## src/pkg/pwm_ctrl_params.svh

```systemverilog
`ifndef PWM_CTRL_PARAMS_SVH
`define PWM_CTRL_PARAMS_SVH

// Output population
`define NUM_OUT        9
`define NUM_LAMP       4
`define LAMP_BASE      4
// Clock and timing
`define MCLK_HZ        100000000
`define ACT_DELAY_US   400
`define ACT_DELAY_CYC  ((`ACT_DELAY_US * (`MCLK_HZ / 1000000)))
// Internal PWM period: 1024 steps per period
`define PWM_STEPS      1024
`define FREQ_LO_HZ     170
`define FREQ_HI_HZ     225
`define TICK_LO_CYC    (`MCLK_HZ / (`FREQ_LO_HZ * `PWM_STEPS))
`define TICK_HI_CYC    (`MCLK_HZ / (`FREQ_HI_HZ * `PWM_STEPS))
// Overcurrent recovery times
`define REC_FAST_US    500
`define REC_SLOW_US    2000
`define REC_BULB_US    1000
`define REC_FAST_CYC   (`REC_FAST_US * (`MCLK_HZ / 1000000))
`define REC_SLOW_CYC   (`REC_SLOW_US * (`MCLK_HZ / 1000000))
`define REC_BULB_CYC   (`REC_BULB_US * (`MCLK_HZ / 1000000))
`define REC_CNT_W      18
`define ACT_CNT_W      16
`define TICK_CNT_W     10
// Reset values
`define PWM_SRC_RST    1'b0

`endif

```

## src/pkg/pwm_ctrl_pkg.sv

```systemverilog
package pwm_ctrl_pkg;
    typedef enum logic [1:0] {
        ST_STANDBY,
        ST_WAKE,
        ST_ACTIVE
    } mode_state_t;

    typedef enum logic [1:0] {
        OC_RUN,
        OC_WAIT,
        OC_LATCHED
    } oc_state_t;

    typedef logic [9:0] duty_t;
endpackage

```

## src/rtl/output_pwm_ctrl.sv

```systemverilog
`timescale 1ns/100ps
`include "pwm_ctrl_params.svh"
// Function
// - Supply undervoltage forces all outputs high impedance, sets fault summary.
// - Fault summary is the OR of overcurrent, overvoltage and undervoltage.
// - Undervoltage also sets the dedicated undervoltage flag.
// - Latch select 0: outputs resume automatically once supply recovers.
// - Latch select 1: outputs stay off until flags are cleared.
// - Standby keeps pump off; active mode starts oscillator and pump.
// - Drivers stay disabled after going active until delay expires.
// - Delay counts from chip select high, at most 400 us.
// - Half-bridge and heater outputs gate on state with PWM when enabled.
// - Fixed PWM source per output; even lamps use input b.
// - Each lamp selects 170 Hz or 225 Hz internally.
// - Internal duty is 7-bit or 10-bit by resolution select.
// - Source select chooses internal or external, resets to external.
// - Each output owns an overcurrent retry enable.
// - Retry re-enables output after recovery time, repeating while faulty.
// - Recovery time selectable, except lamps 1 and 2 in bulb mode use fixed time.
// - Clearing retry during overload latches the output off.
// - Control and status survive loss of power-stage supply.
// - Supply flags clear only by read-and-clear of status two.
module output_pwm_ctrl
(
    // Clock and reset
    input  wire logic                   mclk,
    input  wire logic                   rst,
    // Serial port framing
    input  wire logic                   chip_select_n,
    // Mode and supply control
    input  wire logic                   mode_active,
    input  wire logic                   supply_fault_latch_select,
    input  wire logic                   status2_read_clear,
    // Supply monitors (filtered, asynchronous)
    input  wire logic                   supply_uv_in,
    input  wire logic                   supply_ov_in,
    // PWM pins
    input  wire logic                   pwm_input_a,
    input  wire logic                   sense_out_pwm_input_b,
    // Output control
    input  wire logic [`NUM_OUT-1:0]    out_on,
    input  wire logic [`NUM_OUT-1:0]    output_pwm_enable,
    input  wire logic [`NUM_OUT-1:0]    overcurrent_retry_enable,
    input  wire logic [`NUM_OUT-1:0]    recovery_slow_select,
    input  wire logic [`NUM_OUT-1:0]    oc_status_clear,
    input  wire logic [`NUM_OUT-1:0]    overcurrent_in,
    // Internal generator
    input  wire logic                   pwm_source_internal_select,
    input  wire logic                   duty_resolution_select,
    input  wire logic [`NUM_LAMP-1:0]   pwm_frequency_select,
    input  wire logic [`NUM_LAMP-1:0]   lamp_led_mode,
    input  wire pwm_ctrl_pkg::duty_t    duty_value [`NUM_LAMP],
    // Drive and status
    output logic [`NUM_OUT-1:0]         out_drive,
    output logic [`NUM_OUT-1:0]         out_enable,
    output logic                        pump_output,
    output logic                        osc_enable,
    output logic                        drivers_ready,
    output logic                        global_fault_summary,
    output logic                        supply_undervoltage_flag,
    output logic                        supply_overvoltage_flag,
    output logic [`NUM_OUT-1:0]         overcurrent_flag
);
    import pwm_ctrl_pkg::*;

    localparam int NUM_OC_SYNC = `NUM_OUT;
    // Pin sync (3) and enable register (1) eat into the 400 us budget
    localparam logic [`ACT_CNT_W-1:0] ACT_TOP =
        `ACT_CNT_W'(`ACT_DELAY_CYC - 6);

    typedef struct packed {
        logic [1:0]             uv_sync;
        logic [1:0]             ov_sync;
        logic [1:0]             pa_sync;
        logic [1:0]             pb_sync;
        logic [1:0]             cs_sync;
        logic [NUM_OC_SYNC-1:0] oc_sync1;
        logic [NUM_OC_SYNC-1:0] oc_sync2;
        logic                   cs_prev;
        mode_state_t            mode;
        logic [`ACT_CNT_W-1:0]  act_cnt;
        logic                   uv_flag;
        logic                   ov_flag;
        logic                   hold_off;
        logic [`NUM_OUT-1:0]    drive;
        logic [`NUM_OUT-1:0]    enable;
    } ctl_t;

    ctl_t s_q;
    ctl_t s_d;
    logic [`NUM_OUT-1:0]  allow;
    logic [`NUM_LAMP-1:0] gen_pwm;
    logic [`NUM_OUT-1:0]  pwm_sel;
    logic                 supply_bad;
    logic                 cs_rise;

    // Per-output overcurrent handling and lamp generators
    genvar i;
    generate
        for (i = 0; i < `NUM_OUT; i++)
        begin : g_out
            logic [`REC_CNT_W-1:0] rec_cyc;
            logic                  bulb;
            // Only the first two lamps have a bulb mode
            assign bulb = (i == `LAMP_BASE || i == `LAMP_BASE + 1)
                && !lamp_led_mode[(i - `LAMP_BASE) & 3];
            assign rec_cyc = bulb ? `REC_CNT_W'(`REC_BULB_CYC)
                : recovery_slow_select[i] ? `REC_CNT_W'(`REC_SLOW_CYC)
                : `REC_CNT_W'(`REC_FAST_CYC);
            oc_retry u_oc
            (
                .mclk                     (mclk),
                .rst                      (rst),
                .overcurrent              (s_q.oc_sync2[i]),
                .overcurrent_retry_enable (overcurrent_retry_enable[i]),
                .fault_clear              (oc_status_clear[i]),
                .recovery_cycles          (rec_cyc),
                .out_allow                (allow[i]),
                .oc_flag                  (overcurrent_flag[i])
            );
            if (i >= `LAMP_BASE && i < `LAMP_BASE + `NUM_LAMP)
            begin : g_lamp
                lamp_pwm_gen u_gen
                (
                    .mclk                   (mclk),
                    .rst                    (rst),
                    .run                    (s_q.mode == ST_ACTIVE),
                    .pwm_frequency_select
                        (pwm_frequency_select[i-`LAMP_BASE]),
                    .duty_resolution_select (duty_resolution_select),
                    .duty_value             (duty_value[i-`LAMP_BASE]),
                    .pwm_out                (gen_pwm[i-`LAMP_BASE])
                );
                // Odd lamps (even index) on pin a, even lamps on pin b
                assign pwm_sel[i] = pwm_source_internal_select
                    ? gen_pwm[i-`LAMP_BASE]
                    : (((i - `LAMP_BASE) % 2) == 1)
                        ? s_q.pb_sync[1]
                        : s_q.pa_sync[1];
            end
            else
            begin : g_ext
                assign pwm_sel[i] = s_q.pa_sync[1];
            end
        end
    endgenerate

    always_comb
    begin
        s_d = s_q;
        s_d.uv_sync  = {s_q.uv_sync[0], supply_uv_in};
        s_d.ov_sync  = {s_q.ov_sync[0], supply_ov_in};
        s_d.pa_sync  = {s_q.pa_sync[0], pwm_input_a};
        s_d.pb_sync  = {s_q.pb_sync[0], sense_out_pwm_input_b};
        s_d.cs_sync  = {s_q.cs_sync[0], chip_select_n};
        s_d.oc_sync1 = overcurrent_in;
        s_d.oc_sync2 = s_q.oc_sync1;
        s_d.cs_prev  = s_q.cs_sync[1];
        cs_rise    = s_q.cs_sync[1] && !s_q.cs_prev;
        supply_bad = s_q.uv_sync[1] || s_q.ov_sync[1];

        // Supply flags: set wins over read-and-clear
        if (status2_read_clear)
        begin
            s_d.uv_flag = 1'b0;
            s_d.ov_flag = 1'b0;
        end
        if (s_q.uv_sync[1])
            s_d.uv_flag = 1'b1;
        if (s_q.ov_sync[1])
            s_d.ov_flag = 1'b1;

        // Lockout holds until supply good and, if latched, flags cleared
        if (supply_bad)
            s_d.hold_off = 1'b1;
        else if (!supply_fault_latch_select)
            s_d.hold_off = 1'b0;
        else if (!s_q.uv_flag && !s_q.ov_flag)
            s_d.hold_off = 1'b0;

        // Mode sequencing; delay starts at chip select release
        case (s_q.mode)
            ST_STANDBY:
                if (mode_active && cs_rise)
                begin
                    s_d.mode    = ST_WAKE;
                    s_d.act_cnt = '0;
                end
            ST_WAKE:
                if (!mode_active)
                    s_d.mode = ST_STANDBY;
                else if (s_q.act_cnt >= ACT_TOP)
                    s_d.mode = ST_ACTIVE;
                else
                    s_d.act_cnt = s_q.act_cnt + `ACT_CNT_W'(1);
            ST_ACTIVE:
                if (!mode_active && cs_rise)
                    s_d.mode = ST_STANDBY;
            default:
                s_d.mode = ST_STANDBY;
        endcase

        for (int k = 0; k < `NUM_OUT; k++)
        begin
            s_d.drive[k] = out_on[k]
                && (!output_pwm_enable[k] || pwm_sel[k]);
            s_d.enable[k] = (s_d.mode == ST_ACTIVE) && !s_q.hold_off
                && !supply_bad && allow[k];
        end
    end

    always_ff @(posedge mclk or posedge rst)
    begin
        if (rst)
        begin
            s_q          <= '0;
            s_q.mode     <= ST_STANDBY;
            s_q.cs_sync  <= 2'h3;
            s_q.cs_prev  <= 1'b1;
        end
        else
        begin
            s_q <= s_d;
        end
    end

    // Control state lives on the logic supply only
    assign out_drive                = s_q.drive & s_q.enable;
    assign out_enable               = s_q.enable;
    assign osc_enable               = s_q.mode != ST_STANDBY;
    assign pump_output              = s_q.mode != ST_STANDBY;
    assign drivers_ready            = s_q.mode == ST_ACTIVE;
    assign supply_undervoltage_flag = s_q.uv_flag;
    assign supply_overvoltage_flag  = s_q.ov_flag;
    assign global_fault_summary     = s_q.uv_flag || s_q.ov_flag
        || (|overcurrent_flag);
endmodule // output_pwm_ctrl

```

## src/rtl/lamp_pwm_gen.sv

```systemverilog
`timescale 1ns/100ps
`include "pwm_ctrl_params.svh"
module lamp_pwm_gen
(
    // Clock and reset
    input  wire logic                 mclk,
    input  wire logic                 rst,
    // Settings
    input  wire logic                 run,
    input  wire logic                 pwm_frequency_select,
    input  wire logic                 duty_resolution_select,
    input  wire pwm_ctrl_pkg::duty_t  duty_value,
    // Result
    output logic                      pwm_out
);
    import pwm_ctrl_pkg::*;

    typedef struct packed {
        logic [`TICK_CNT_W-1:0] tick;
        logic [9:0]             phase;
        logic                   out;
    } gen_t;

    gen_t s_q;
    gen_t s_d;
    logic [`TICK_CNT_W-1:0] tick_top;
    logic [9:0]             duty_eff;

    always_comb
    begin
        s_d = s_q;
        tick_top = pwm_frequency_select
            ? `TICK_CNT_W'(`TICK_HI_CYC - 1)
            : `TICK_CNT_W'(`TICK_LO_CYC - 1);
        // 7-bit duty is scaled onto the same 1024-step period
        duty_eff = duty_resolution_select ? duty_value
                                          : {duty_value[6:0], 3'h0};
        if (!run)
        begin
            s_d = '0;
        end
        else if (s_q.tick >= tick_top)
        begin
            s_d.tick  = '0;
            s_d.phase = s_q.phase + 10'h001;
        end
        else
        begin
            s_d.tick = s_q.tick + `TICK_CNT_W'(1);
        end
        s_d.out = run && (s_q.phase < duty_eff);
    end

    always_ff @(posedge mclk or posedge rst)
    begin
        if (rst)
            s_q <= '0;
        else
            s_q <= s_d;
    end

    assign pwm_out = s_q.out;
endmodule // lamp_pwm_gen

```

## src/rtl/oc_retry.sv

```systemverilog
`timescale 1ns/100ps
`include "pwm_ctrl_params.svh"
module oc_retry
(
    // Clock and reset
    input  wire logic   mclk,
    input  wire logic   rst,
    // Control
    input  wire logic   overcurrent,
    input  wire logic   overcurrent_retry_enable,
    input  wire logic   fault_clear,
    input  wire logic [`REC_CNT_W-1:0] recovery_cycles,
    // Status
    output logic        out_allow,
    output logic        oc_flag
);
    import pwm_ctrl_pkg::*;

    typedef struct packed {
        oc_state_t              st;
        logic [`REC_CNT_W-1:0]  cnt;
        logic                   flag;
    } oc_t;

    oc_t s_q;
    oc_t s_d;

    always_comb
    begin
        s_d = s_q;
        if (fault_clear)
            s_d.flag = 1'b0;
        if (overcurrent)
            s_d.flag = 1'b1; // Set beats clear
        case (s_q.st)
            OC_RUN:
                if (overcurrent)
                begin
                    s_d.cnt = '0;
                    s_d.st  = overcurrent_retry_enable ? OC_WAIT
                                                       : OC_LATCHED;
                end
            OC_WAIT:
                if (!overcurrent_retry_enable)
                    s_d.st = OC_LATCHED;
                else if (s_q.cnt >= recovery_cycles)
                    s_d.st = OC_RUN;
                else
                    s_d.cnt = s_q.cnt + `REC_CNT_W'(1);
            OC_LATCHED:
                if (fault_clear && !overcurrent)
                    s_d.st = OC_RUN;
            default:
                s_d.st = OC_RUN;
        endcase
    end

    always_ff @(posedge mclk or posedge rst)
    begin
        if (rst)
            s_q <= '{st: OC_RUN, cnt: '0, flag: 1'b0};
        else
            s_q <= s_d;
    end

    assign out_allow = (s_q.st == OC_RUN) && !overcurrent;
    assign oc_flag   = s_q.flag;
endmodule // oc_retry

```

## config.mk

```make
export PLATFORM = sky130hd
export DESIGN_NAME = output_pwm_ctrl
export DESIGN_NICKNAME = d
export VERILOG_FILES = /design/src/pkg/pwm_ctrl_pkg.sv /design/src/rtl/output_pwm_ctrl.sv /design/src/rtl/lamp_pwm_gen.sv /design/src/rtl/oc_retry.sv
export VERILOG_INCLUDE_DIRS = /design/src /design/src/pkg
export SDC_FILE = /design/constraint.sdc
export NUM_CORES = 1
export LEC_CHECK = 0
export ABC_AREA = 1
export CORE_MARGIN = 2
export CORE_UTILIZATION = 25
export DETAILED_ROUTE_END_ITERATION = 8
export DONT_BUFFER_PORTS = 1
export SETUP_SLACK_MARGIN = 0.15
export SYNTH_ARGS = -nofsm -noshare
export SYNTH_HDL_FRONTEND = slang
export SYNTH_SLANG_ARGS = --single-unit
```

## constraint.sdc

```tcl
create_clock -name mclk -period 27 [get_ports mclk]
set_input_delay 8.1 -clock mclk [delete_from_list [all_inputs] [get_ports mclk]]
set_output_delay 8.1 -clock mclk [all_outputs]
set_load 0.05 [all_outputs]
```

# Word-level counts from Yosys, hierarchy flattened
# Index checks and enable logic that the tools add are counted.
totals:
  input_bits: 114
  regBits: 341
  wordCells: 447
op_classes:
  n_eq_ne: 74
  magnitude_cmp: 18
  n_addsub: 18
  n_bitwise: 1
  n_mux: 148
  n_reduce_logical: 134
ops:
  columns: ["op", "count"]
  rows:
  - ["$mux W18", 30]
  - ["$pmux W18 S2", 9]
  - ["$mux W20", 13]
  - ["$add A18 B1 Y18 const B", 9]
  - ["$ge A18 B18 Y1", 9]
  - ["$mux W10", 16]
  - ["$add A10 B1 Y10 const B", 8]
  - ["$mux W2", 40]
  - ["$ne A2 B2 Y1 const B", 31]
  - ["$pmux W2 S3", 10]
  - ["$logic_and A1 B1 Y1", 46]
  - ["$reduce_bool A2 Y1", 22]
  - ["$ge A10 B10 Y1", 4]
  - ["$lt A10 B10 Y1", 4]
  - ["$reduce_and A4 Y1", 10]
  - ["$mux W16", 2]
  - ["$pmux W16 S2", 1]
  - ["$mux W1", 27]
  - ["$ne A3 B2 Y1 const B", 9]
  - ["$reduce_and A3 Y1", 9]
  - ["$logic_not A1 Y1", 24]
  - ["$ne A2 B1 Y1 const B", 12]
  - ["$eq A2 B2 Y1 const B", 11]
  - ["$eq A2 B1 Y1 const B", 10]
  - ["other kinds (7)", 27]

# Longest topological paths before layout
# Gate-level depths: netlist of run 1.
depth:
  ltp_word: 9
  mapped_depth: 15
  ltp_nobuf: 14

# Hierarchy
# From an unflattened synthesis of run 1, not the netlist that was laid out.
unflattened:
  cells_unflattened: 3756
  area_unflattened_um2: 26256.4
by_module_without_submodules:
  columns: ["mod", "seq_area_each_um2", "cells_per_inst", "area_per_inst_um2", "n_inst"]
  rows:
  - ["oc_retry", 525.5, 289, 1875.5, 9]
  - ["lamp_pwm_gen at g_out[4].g_lamp.u_gen ...", 525.5, 208, 1594.0, 3]
  - ["output_pwm_ctrl", 1705.4, 324, 2984.1, 1]
  - ["lamp_pwm_gen at g_out[7].g_lamp.u_gen", 525.5, 207, 1610.3, 1]

# Worst setup path after synthesis of run 1
# Ideal clock, no wire load.
synth_path:
  kind: "input to register"
  from: "input port lamp_led_mode[1]"
  to: "register g_out[5].u_oc.s_q[1] (netlist name)"
  setup_ns: 0.117
  required_ns: 26.883
  slack_ns: 17.351
  t_arrival_ns: 9.532
  cell_stages: 15
  cell_sequence: "inv_1 > nor2_1 > inv_1 > ha_1 > nand2_1 > nor2_1 > inv_1 > nor2_1 > nor2_1 > nand3_1 > nand2_4 > nand2_4 > buf_6 > nand2_1 > nand2_1"
synth_between:
  elab_chain_len: 4
synth_lines:
  columns: ["item", "line_no", "source"]
  rows:
  - ["start: declaration", "output_pwm_ctrl.sv:51", "input wire logic [`NUM_LAMP-1:0] lamp_led_mode,"]
  - ["$mux W18", "output_pwm_ctrl.sv:107", "assign rec_cyc = bulb ? `REC_CNT_W'(`REC_BULB_CYC)"]
  - ["$ge A18 B18 Y1", "oc_retry.sv:46", "else if (s_q.cnt >= recovery_cycles)"]
  - ["$ne A2 B2 Y1 (no source line)", null, null]
  - ["$reduce_and A4 Y1 (no source line)", null, null]
  - ["end signal: assignment", "oc_retry.sv:61", "s_q <= '{st: OC_RUN, cnt: '0, flag: 1'b0};"]
  - ["end: declaration", "oc_retry.sv:25", "oc_t s_q;"]
# Every way passes these cells.
# A chain may end at the register's enable or synchronous reset.

# Worst setup path after layout of run 1
layout_path:
  from: "register s_q, in the netlist supply_overvoltage_flag"
  to: "output port global_fault_summary"
layout_between:
  elab_chain_len: 2
layout_lines:
  columns: ["item", "line_no", "source"]
  rows:
  - ["start: declaration", "output_pwm_ctrl.sv:89", "ctl_t s_q;"]
  - ["$logic_or A1 B1 Y1", "output_pwm_ctrl.sv:235", "assign global_fault_summary = s_q.uv_flag || s_q.ov_flag"]
  - ["$logic_or A1 B1 Y1", "output_pwm_ctrl.sv:236", "|| (|overcurrent_flag);"]
  - ["end: declaration", "output_pwm_ctrl.sv:59", "output logic global_fault_summary,"]
# Every way passes these cells.

==> impl_metrics.yaml, run 1 <==
clock_tree:
  max-clock-path-buffers: 3
  htreeDepth: 2
  cts_inserted_buffers: 49
  cts_resized: 0
  cts_tree: "built"
  path_clk_slew_ps: 60
  cts-root-buf: "clkbuf_16"
  cts.sinks: 341
  cts_hold_buf: 0
  clock_latency_ps: 610
  post_cts_buffers: 0
sta:
  rsz0062_at_grt: "false"
  worst_pin_slew_ps: 895
  setup_tns_ps: 0
  fin_crit_ps: 10870
  maxSlewViolCount: 0
  hold_violations: 0
  slew-limit-headroom: 0.402
  fin_skew_ps: 24.8
  period_share: 0.403
  setup_viol: 0
  max_freq_mhz: 92.0
  hold_ws_ps: 343
worst_setup_path:
  setup.worst_path.start_class: "flip-flop"
  cp.required_ps: 18900
  crit_type: "flip-flop to output pin"
  path_max_fanout: 3
  critPathCaptureType: "output pin"
  cp.arrival_ps: 2770
routing:
  drtIter0Drc: 1228
  drcViolationCount: 0
  wl_mm: 59.2
  ant_nets: 0
  drt_first_pass_iters: 5
  num_vias: 20800
  wl_per_cell_um: 12.6
  drt-vias-per-instance: 4.42
synth:
  synth_cells: 3419
  syn-cell-area_um2: 24000
  synth_seq_cells: 341
  yosysUniqueCellTypes: 49
  avgSynthCellArea_um2: 7.02
  synth_flop_cell: "dfrtp_1"
  syn_nets: 3705
  async_reset_ff_frac: 1.00
  synth_edf_count: 0
  yosysWarningCount: 0
  seq_area_frac_synth: 0.356
die:
  start_util: 0.253
  dieArea_um2: 98500
  rows: 113
  coreArea_um2: 95000
  chipHeight_um: 314
  die_w_um: 314
  io_pins: 147
run:
  drv_cap: 0
pwr:
  power.density_nw_per_um2: 59.1
  power.leakage_nw: 12.2
  ir_drop_uv: 37.4
hold_path:
  hold_path_class: "flip-flop to flip-flop"
final_layout:
  area_growth_pct: 12.0
  fill_cells: 10400
  seq_area_um2: 8540
  multiInputGateArea_um2: 13400
  final_nets: 3680
  layout-drive-gt1-share: 0.0469
grt:
  grt_pass1_wl_mm: 99.3
  grt_pass1_vias: 19600
  overflow: 0
  grt_max_degree: 122
  grt_util_all_layers: 0.121
  antenna_found_initial: 5
run_status:
  outcome: "complete, no violations"
place:
  port-buffer-count: 0
  place_hpwl_mm: 42.7
  place.gp.congestion: 0.870
layout make-up:
class,instances,share of cell area
multi-input cells,2583,0.497
flip-flops and latches,341,0.318
well taps,1265,0.0589
inverters,412,0.0578
clock buffers,62,0.0505
clock inverters,29,0.0152
repair buffers,7,0.00242
diodes,2,0.000186
sequential cells by signal, summed over array words and instances, names as in the netlist:
signal                      cells
supply_undervoltage_flag        1
s_q                            41
s_d                            15
g_out.g_lamp.u_gen.s_q         80
supply_overvoltage_flag         1
out_enable                      9
g_out.g_lamp.u_gen.pwm_out      4
g_out.u_oc.s_q                180
pwm_sel                         1
g_out.u_oc.oc_flag              9
placed cells by master (no fill, tap or decap), types with 55 or more instances in the layout:
| master | count |
|---|---|
| xor2_1 | 104 |
| nand2_1 | 999 |
| nand3_1 | 301 |
| nor3_1 | 76 |
| nor2_1 | 552 |
| o21ai_0 | 72 |
| ha_1 | 172 |
| inv_1 | 395 |
| dfrtp_1 | 338 |
| nand4_1 | 55 |
logic make-up after synthesis:
group / after synthesis / synth area share
buf+inv: 495 / 0.0873
simple gates: 2053 / 0.361
compound gates: 209 / 0.0506
xor+xnor: 123 / 0.0449
fa+ha+maj: 172 / 0.0897
mux: 26 / 0.0108
flops: 341 / 0.356
cell usage after synthesis, types with 9 or more instances:
library cell,count,area (um2)
a211oi_1,14,105
a21oi_1,48,240
a31oi_1,9,56.3
buf_2,26,130
buf_4,32,240
buf_6,11,124
dfrtp_1,338,8460
ha_1,172,2150
inv_1,396,1490
inv_2,15,56.3
mux2i_1,26,260
nand2_1,999,3750
nand2_4,17,191
nand3_1,301,1510
nand4_1,55,344
nor2_1,552,2070
nor3_1,76,380
o21ai_0,72,360
o21ai_1,24,120
o21bai_1,12,90.1
xnor2_1,19,166
xor2_1,104,911
worst paths after layout:
kind	startpoint	end	slack (ps)	cells after the start
worst max-delay path	supply_overvoltage_flag$_DFFE_PP0P_	global_fault_summary	16130	2
worst min-delay path	s_d[67]$_DFF_PP0_	s_q[67]$_DFF_PP0_	340	0
max in group asynchronous	rst	g_out[7].u_oc.s_q[13]$_DFFE_PP0P_	17500	3
worst max register to register	g_out[7].g_lamp.u_gen.s_q[18]$_DFF_PP0_	g_out[7].g_lamp.u_gen.s_q[5]$_DFFE_PP0P_	24590	6
worst min register to register	s_d[67]$_DFF_PP0_	s_q[67]$_DFF_PP0_	340	0
min in group asynchronous	rst	s_d[63]$_DFF_PP0_	7420	1
power breakdown:
part / leakage (nW) / total (W) / switching (W) / internal, W
combinational: 6.75 / 0.000316 / 0.000250 / 0.0000668
sequential: 4.62 / 0.000566 / 0.0000313 / 0.000535
clock: 0.853 / 0.000706 / 0.000264 / 0.000442
routing by layer:
| layer | wire length [um] | track usage | vias up |
|---|---|---|---|
| li1 | - | - | 10800 |
| met1 | 29700 | 0.171 | 9533 |
| met2 | 24800 | 0.186 | 338 |
| met3 | 3330 | 0.0228 | 75 |
| met4 | 1350 | 0.0371 | 2 |
| met5 | 13 | 0 | - |
worst max-delay path: stages, from the launching register on:
cell and delay (ps):
dfrtp_1 690, nor2_1 790, nand4_1 660
through the flow:
stage          setup WS, ps   util  power, W  instance area (um2)  instances
2_1_floorplan          9450      -  0.000843                24000       3419
3_3_place_gp          16640  0.264  0.000893                25100       4608
3_5_place_dp          16620  0.264  0.000897                25100       4608
4_1_cts               15950  0.283   0.00162                26900       4699
5_1_grt               15990  0.283   0.00168                26900       4700
6_report              16130  0.283   0.00159                26900       4701
(Power assumes the default switching activity.)
==> run 2: changes to the inputs <==
--- a/config.mk
+++ b/config.mk
@@ -6,7 +6,7 @@
 export SDC_FILE = /design/constraint.sdc
 export NUM_CORES = 1
 export LEC_CHECK = 0
-export ABC_AREA = 1
+export ABC_AREA = 0
 export CORE_MARGIN = 2
 export CORE_UTILIZATION = 25
 export DETAILED_ROUTE_END_ITERATION = 8
==> constraint.sdc (replaced) <==
create_clock -name mclk -period 9.9 [get_ports mclk]
set_input_delay 2.97 -clock mclk [delete_from_list [all_inputs] [get_ports mclk]]
set_output_delay 2.97 -clock mclk [all_outputs]
set_load 0.05 [all_outputs]
==> run 2 against run 1 <==
  * Synthesized cell count shrank 36%
  * Clock power grew 150%
  * Total power grew 130%
  * Area after synthesis shrank 15%
  * Largest cell class unchanged
==> impl_metrics.yaml, run 2 <==
grt:
  grt_max_degree: 136
  grt_pass1_vias: 15300
  overflow: 0
  grt_pass1_wl_mm: 80.9
  grt_util_all_layers: 0.117
  antenna_found_initial: 6
worst_setup_path:
  regToRegSetupSlack_ps: 6940
  r2r_cells: 8
  cp.arrival_ps: 2710
  critPathCaptureType: "output pin"
  rr_endpoint: "g_out[1].u_oc.s_q[14]$_DFFE_PP0P_"
  path_max_fanout: 3
  crit_type: "flip-flop to output pin"
  setup.worst_path.start_class: "flip-flop"
  r2r-start: "g_out[1].u_oc.s_q[5]$_DFFE_PP0P_"
  cp-startpoint: "g_out[5].u_oc.oc_flag$_DFFE_PP0P_"
  cp.required_ps: 6930
clock_tree:
  cts_tree: "built"
  cts-root-buf: "clkbuf_16"
  htreeDepth: 2
  clock_latency_ps: 570
  cts_resized: 0
  cts_hold_buf: 0
  max-clock-path-buffers: 3
  cts.sinks: 341
  post_cts_buffers: 0
  path_clk_slew_ps: 60
  cts_inserted_buffers: 45
sta:
  period_share: 0.573
  maxSlewViolCount: 0
  worst_pin_slew_ps: 1220
  setup_tns_ps: 0
  fin_crit_ps: 5680
  hold_ws_ps: 345
  max_freq_mhz: 176
  slew-limit-headroom: 0.184
  fin_skew_ps: 12.5
  setup_viol: 0
  rsz0062_at_grt: "false"
  hold_violations: 0
routing:
  drt-vias-per-instance: 4.88
  wl_mm: 49.0
  wl_per_cell_um: 15.0
  num_vias: 15900
  ant_nets: 0
  drtIter0Drc: 809
  drt_first_pass_iters: 5
  drcViolationCount: 0
die:
  io_pins: 147
  dieArea_um2: 83700
  start_util: 0.253
  chipHeight_um: 289
  coreArea_um2: 80500
  die_w_um: 289
  rows: 104
final_layout:
  largest_register_ffs: 180
  largestRegisters: "g_out.u_oc.s_q x180, g_out.g_lamp.u_gen.s_q x80, s_q x41"
  layout-drive-gt1-share: 0.0599
  insertedDiodeCount: 0
  fill_cells: 8431
  final_nets: 2452
  layout_commonest_cell: "dfrtp_1"
  area_growth_pct: 12.9
  largest_register: "g_out.u_oc.s_q"
  final_cell_mix: "338 x dfrtp_1, 185 x nor2_1, 180 x nand2_1"
synth:
  yosysWarningCount: 0
  seq_area_frac_synth: 0.420
  yosysTopAreaCell: "dfrtp_1"
  synth_cells: 2191
  yosysUniqueCellTypes: 85
  synth_top_area_share: 0.416
  synthTopCellsByCount: "338 x dfrtp_1, 185 x nor2_1, 180 x nand2_1"
  synth_seq_cells: 341
  synth_flop_cell: "dfrtp_1"
  avgSynthCellArea_um2: 9.29
  synth_most_common_cell: "dfrtp_1"
  syn_nets: 2477
  syn-cell-area_um2: 20300
  synth_edf_count: 0
  ys_top_cells_by_area: "dfrtp_1 42%, ha_1 11%, nor2_1 3.4%"
  async_reset_ff_frac: 1.00
hold_path:
  hold_path_class: "flip-flop to flip-flop"
  min-delay-start: "s_d[40]$_DFF_PP0_"
  hold_depth: 0
  hold_end: "s_q[40]$_DFF_PP0_"
pwr:
  power.density_nw_per_um2: 159
  power.leakage_nw: 10.0
  total_power_w: 0.00366
  ir_drop_uv: 95.7
place:
  port-buffer-count: 0
  place_hpwl_mm: 34.4
  place.gp.congestion: 0.797
run_status:
  outcome: "complete, no violations"
run:
  drv_cap: 0
## run 2: cell types whose count changed after synthesis, sizes merged, moves of 35 or more
| cell | before | now |
|---|---|---|
| a21oi | 50 | 108 |
| a31oi | 9 | 44 |
| and3 | 2 | 53 |
| clkbuf | 6 | 43 |
| inv | 411 | 110 |
| nand2 | 1018 | 181 |
| nand2b | 0 | 46 |
| nand3 | 308 | 132 |
| nor2 | 560 | 186 |
| nor3 | 80 | 23 |
| o21ai | 96 | 142 |
| o31ai | 0 | 43 |
| or3 | 0 | 40 |
| xor2 | 104 | 43 |
## run 2: critical path, cell delays in order, from the launching register on
cell and delay, ps:
dfrtp_1 620, nor3_1 860, nand3_1 640
## run 2: area by class of cell
type / instances / area, um2 / share of cell area
inverters: 111 / 420 / 0.0183
flip-flops and latches: 341 / 8540 / 0.372
clock buffers: 62 / 1340 / 0.0584
well taps: 1060 / 1330 / 0.0577
multi-input cells: 1652 / 11000 / 0.477
clock inverters: 22 / 255 / 0.0111
repair buffers: 15 / 125 / 0.00545
## run 2: worst max path at each step
stage	end	slack, ps	cells past startpoint
after floorplan	g_out[0].u_oc.oc_flag$_DFFE_PP0P_	2370	1
after global placement	g_out[1].u_oc.s_q[15]$_DFFE_PP0P_	4270	8
after detailed placement	g_out[1].u_oc.s_q[14]$_DFFE_PP0P_	4250	8
after CTS	global_fault_summary	3970	2
after global routing	global_fault_summary	4060	2
final	global_fault_summary	4220	2
## run 2: power by group
group,switching (W),leakage (nW),internal [W],total (W)
Clock,0.000665,0.795,0.00108,0.00174
Sequential,0.0000889,4.61,0.00145,0.00154
Combinational,0.000255,4.61,0.000125,0.000381
Total,0.00101,10.0,0.00265,0.00366
## run 2: cells by family after synthesis
logic type | after synthesis | synth area share
AOI/OAI and AO/OA | 506 | 0.161
xor gates and xnor gates | 68 | 0.0293
adders and majority gates | 172 | 0.106
buffers and inverters | 198 | 0.0416
DFF | 341 | 0.420
muxes | 50 | 0.0246
and+or+nand+nor | 856 | 0.218
## run 2: metal layers
metal  GRT usage  up-vias  routed length [um]
li1            -     7993                   -
met4      0.0340       10                1210
met2       0.181      252               21200
met1       0.160     7592               23700
met3      0.0309       83                2870
met5           0        -                  69
## run 2: per-stage QoR
step,util,instance area (um2),instances,setup WS (ps)
after floorplan,-,20300,2191,2370
after CTS,0.285,23000,3263,3970
after global placement,0.265,21400,3179,4270
after detailed placement,0.265,21400,3179,4250
final,0.285,23000,3263,4220
after global routing,0.285,23000,3263,4060
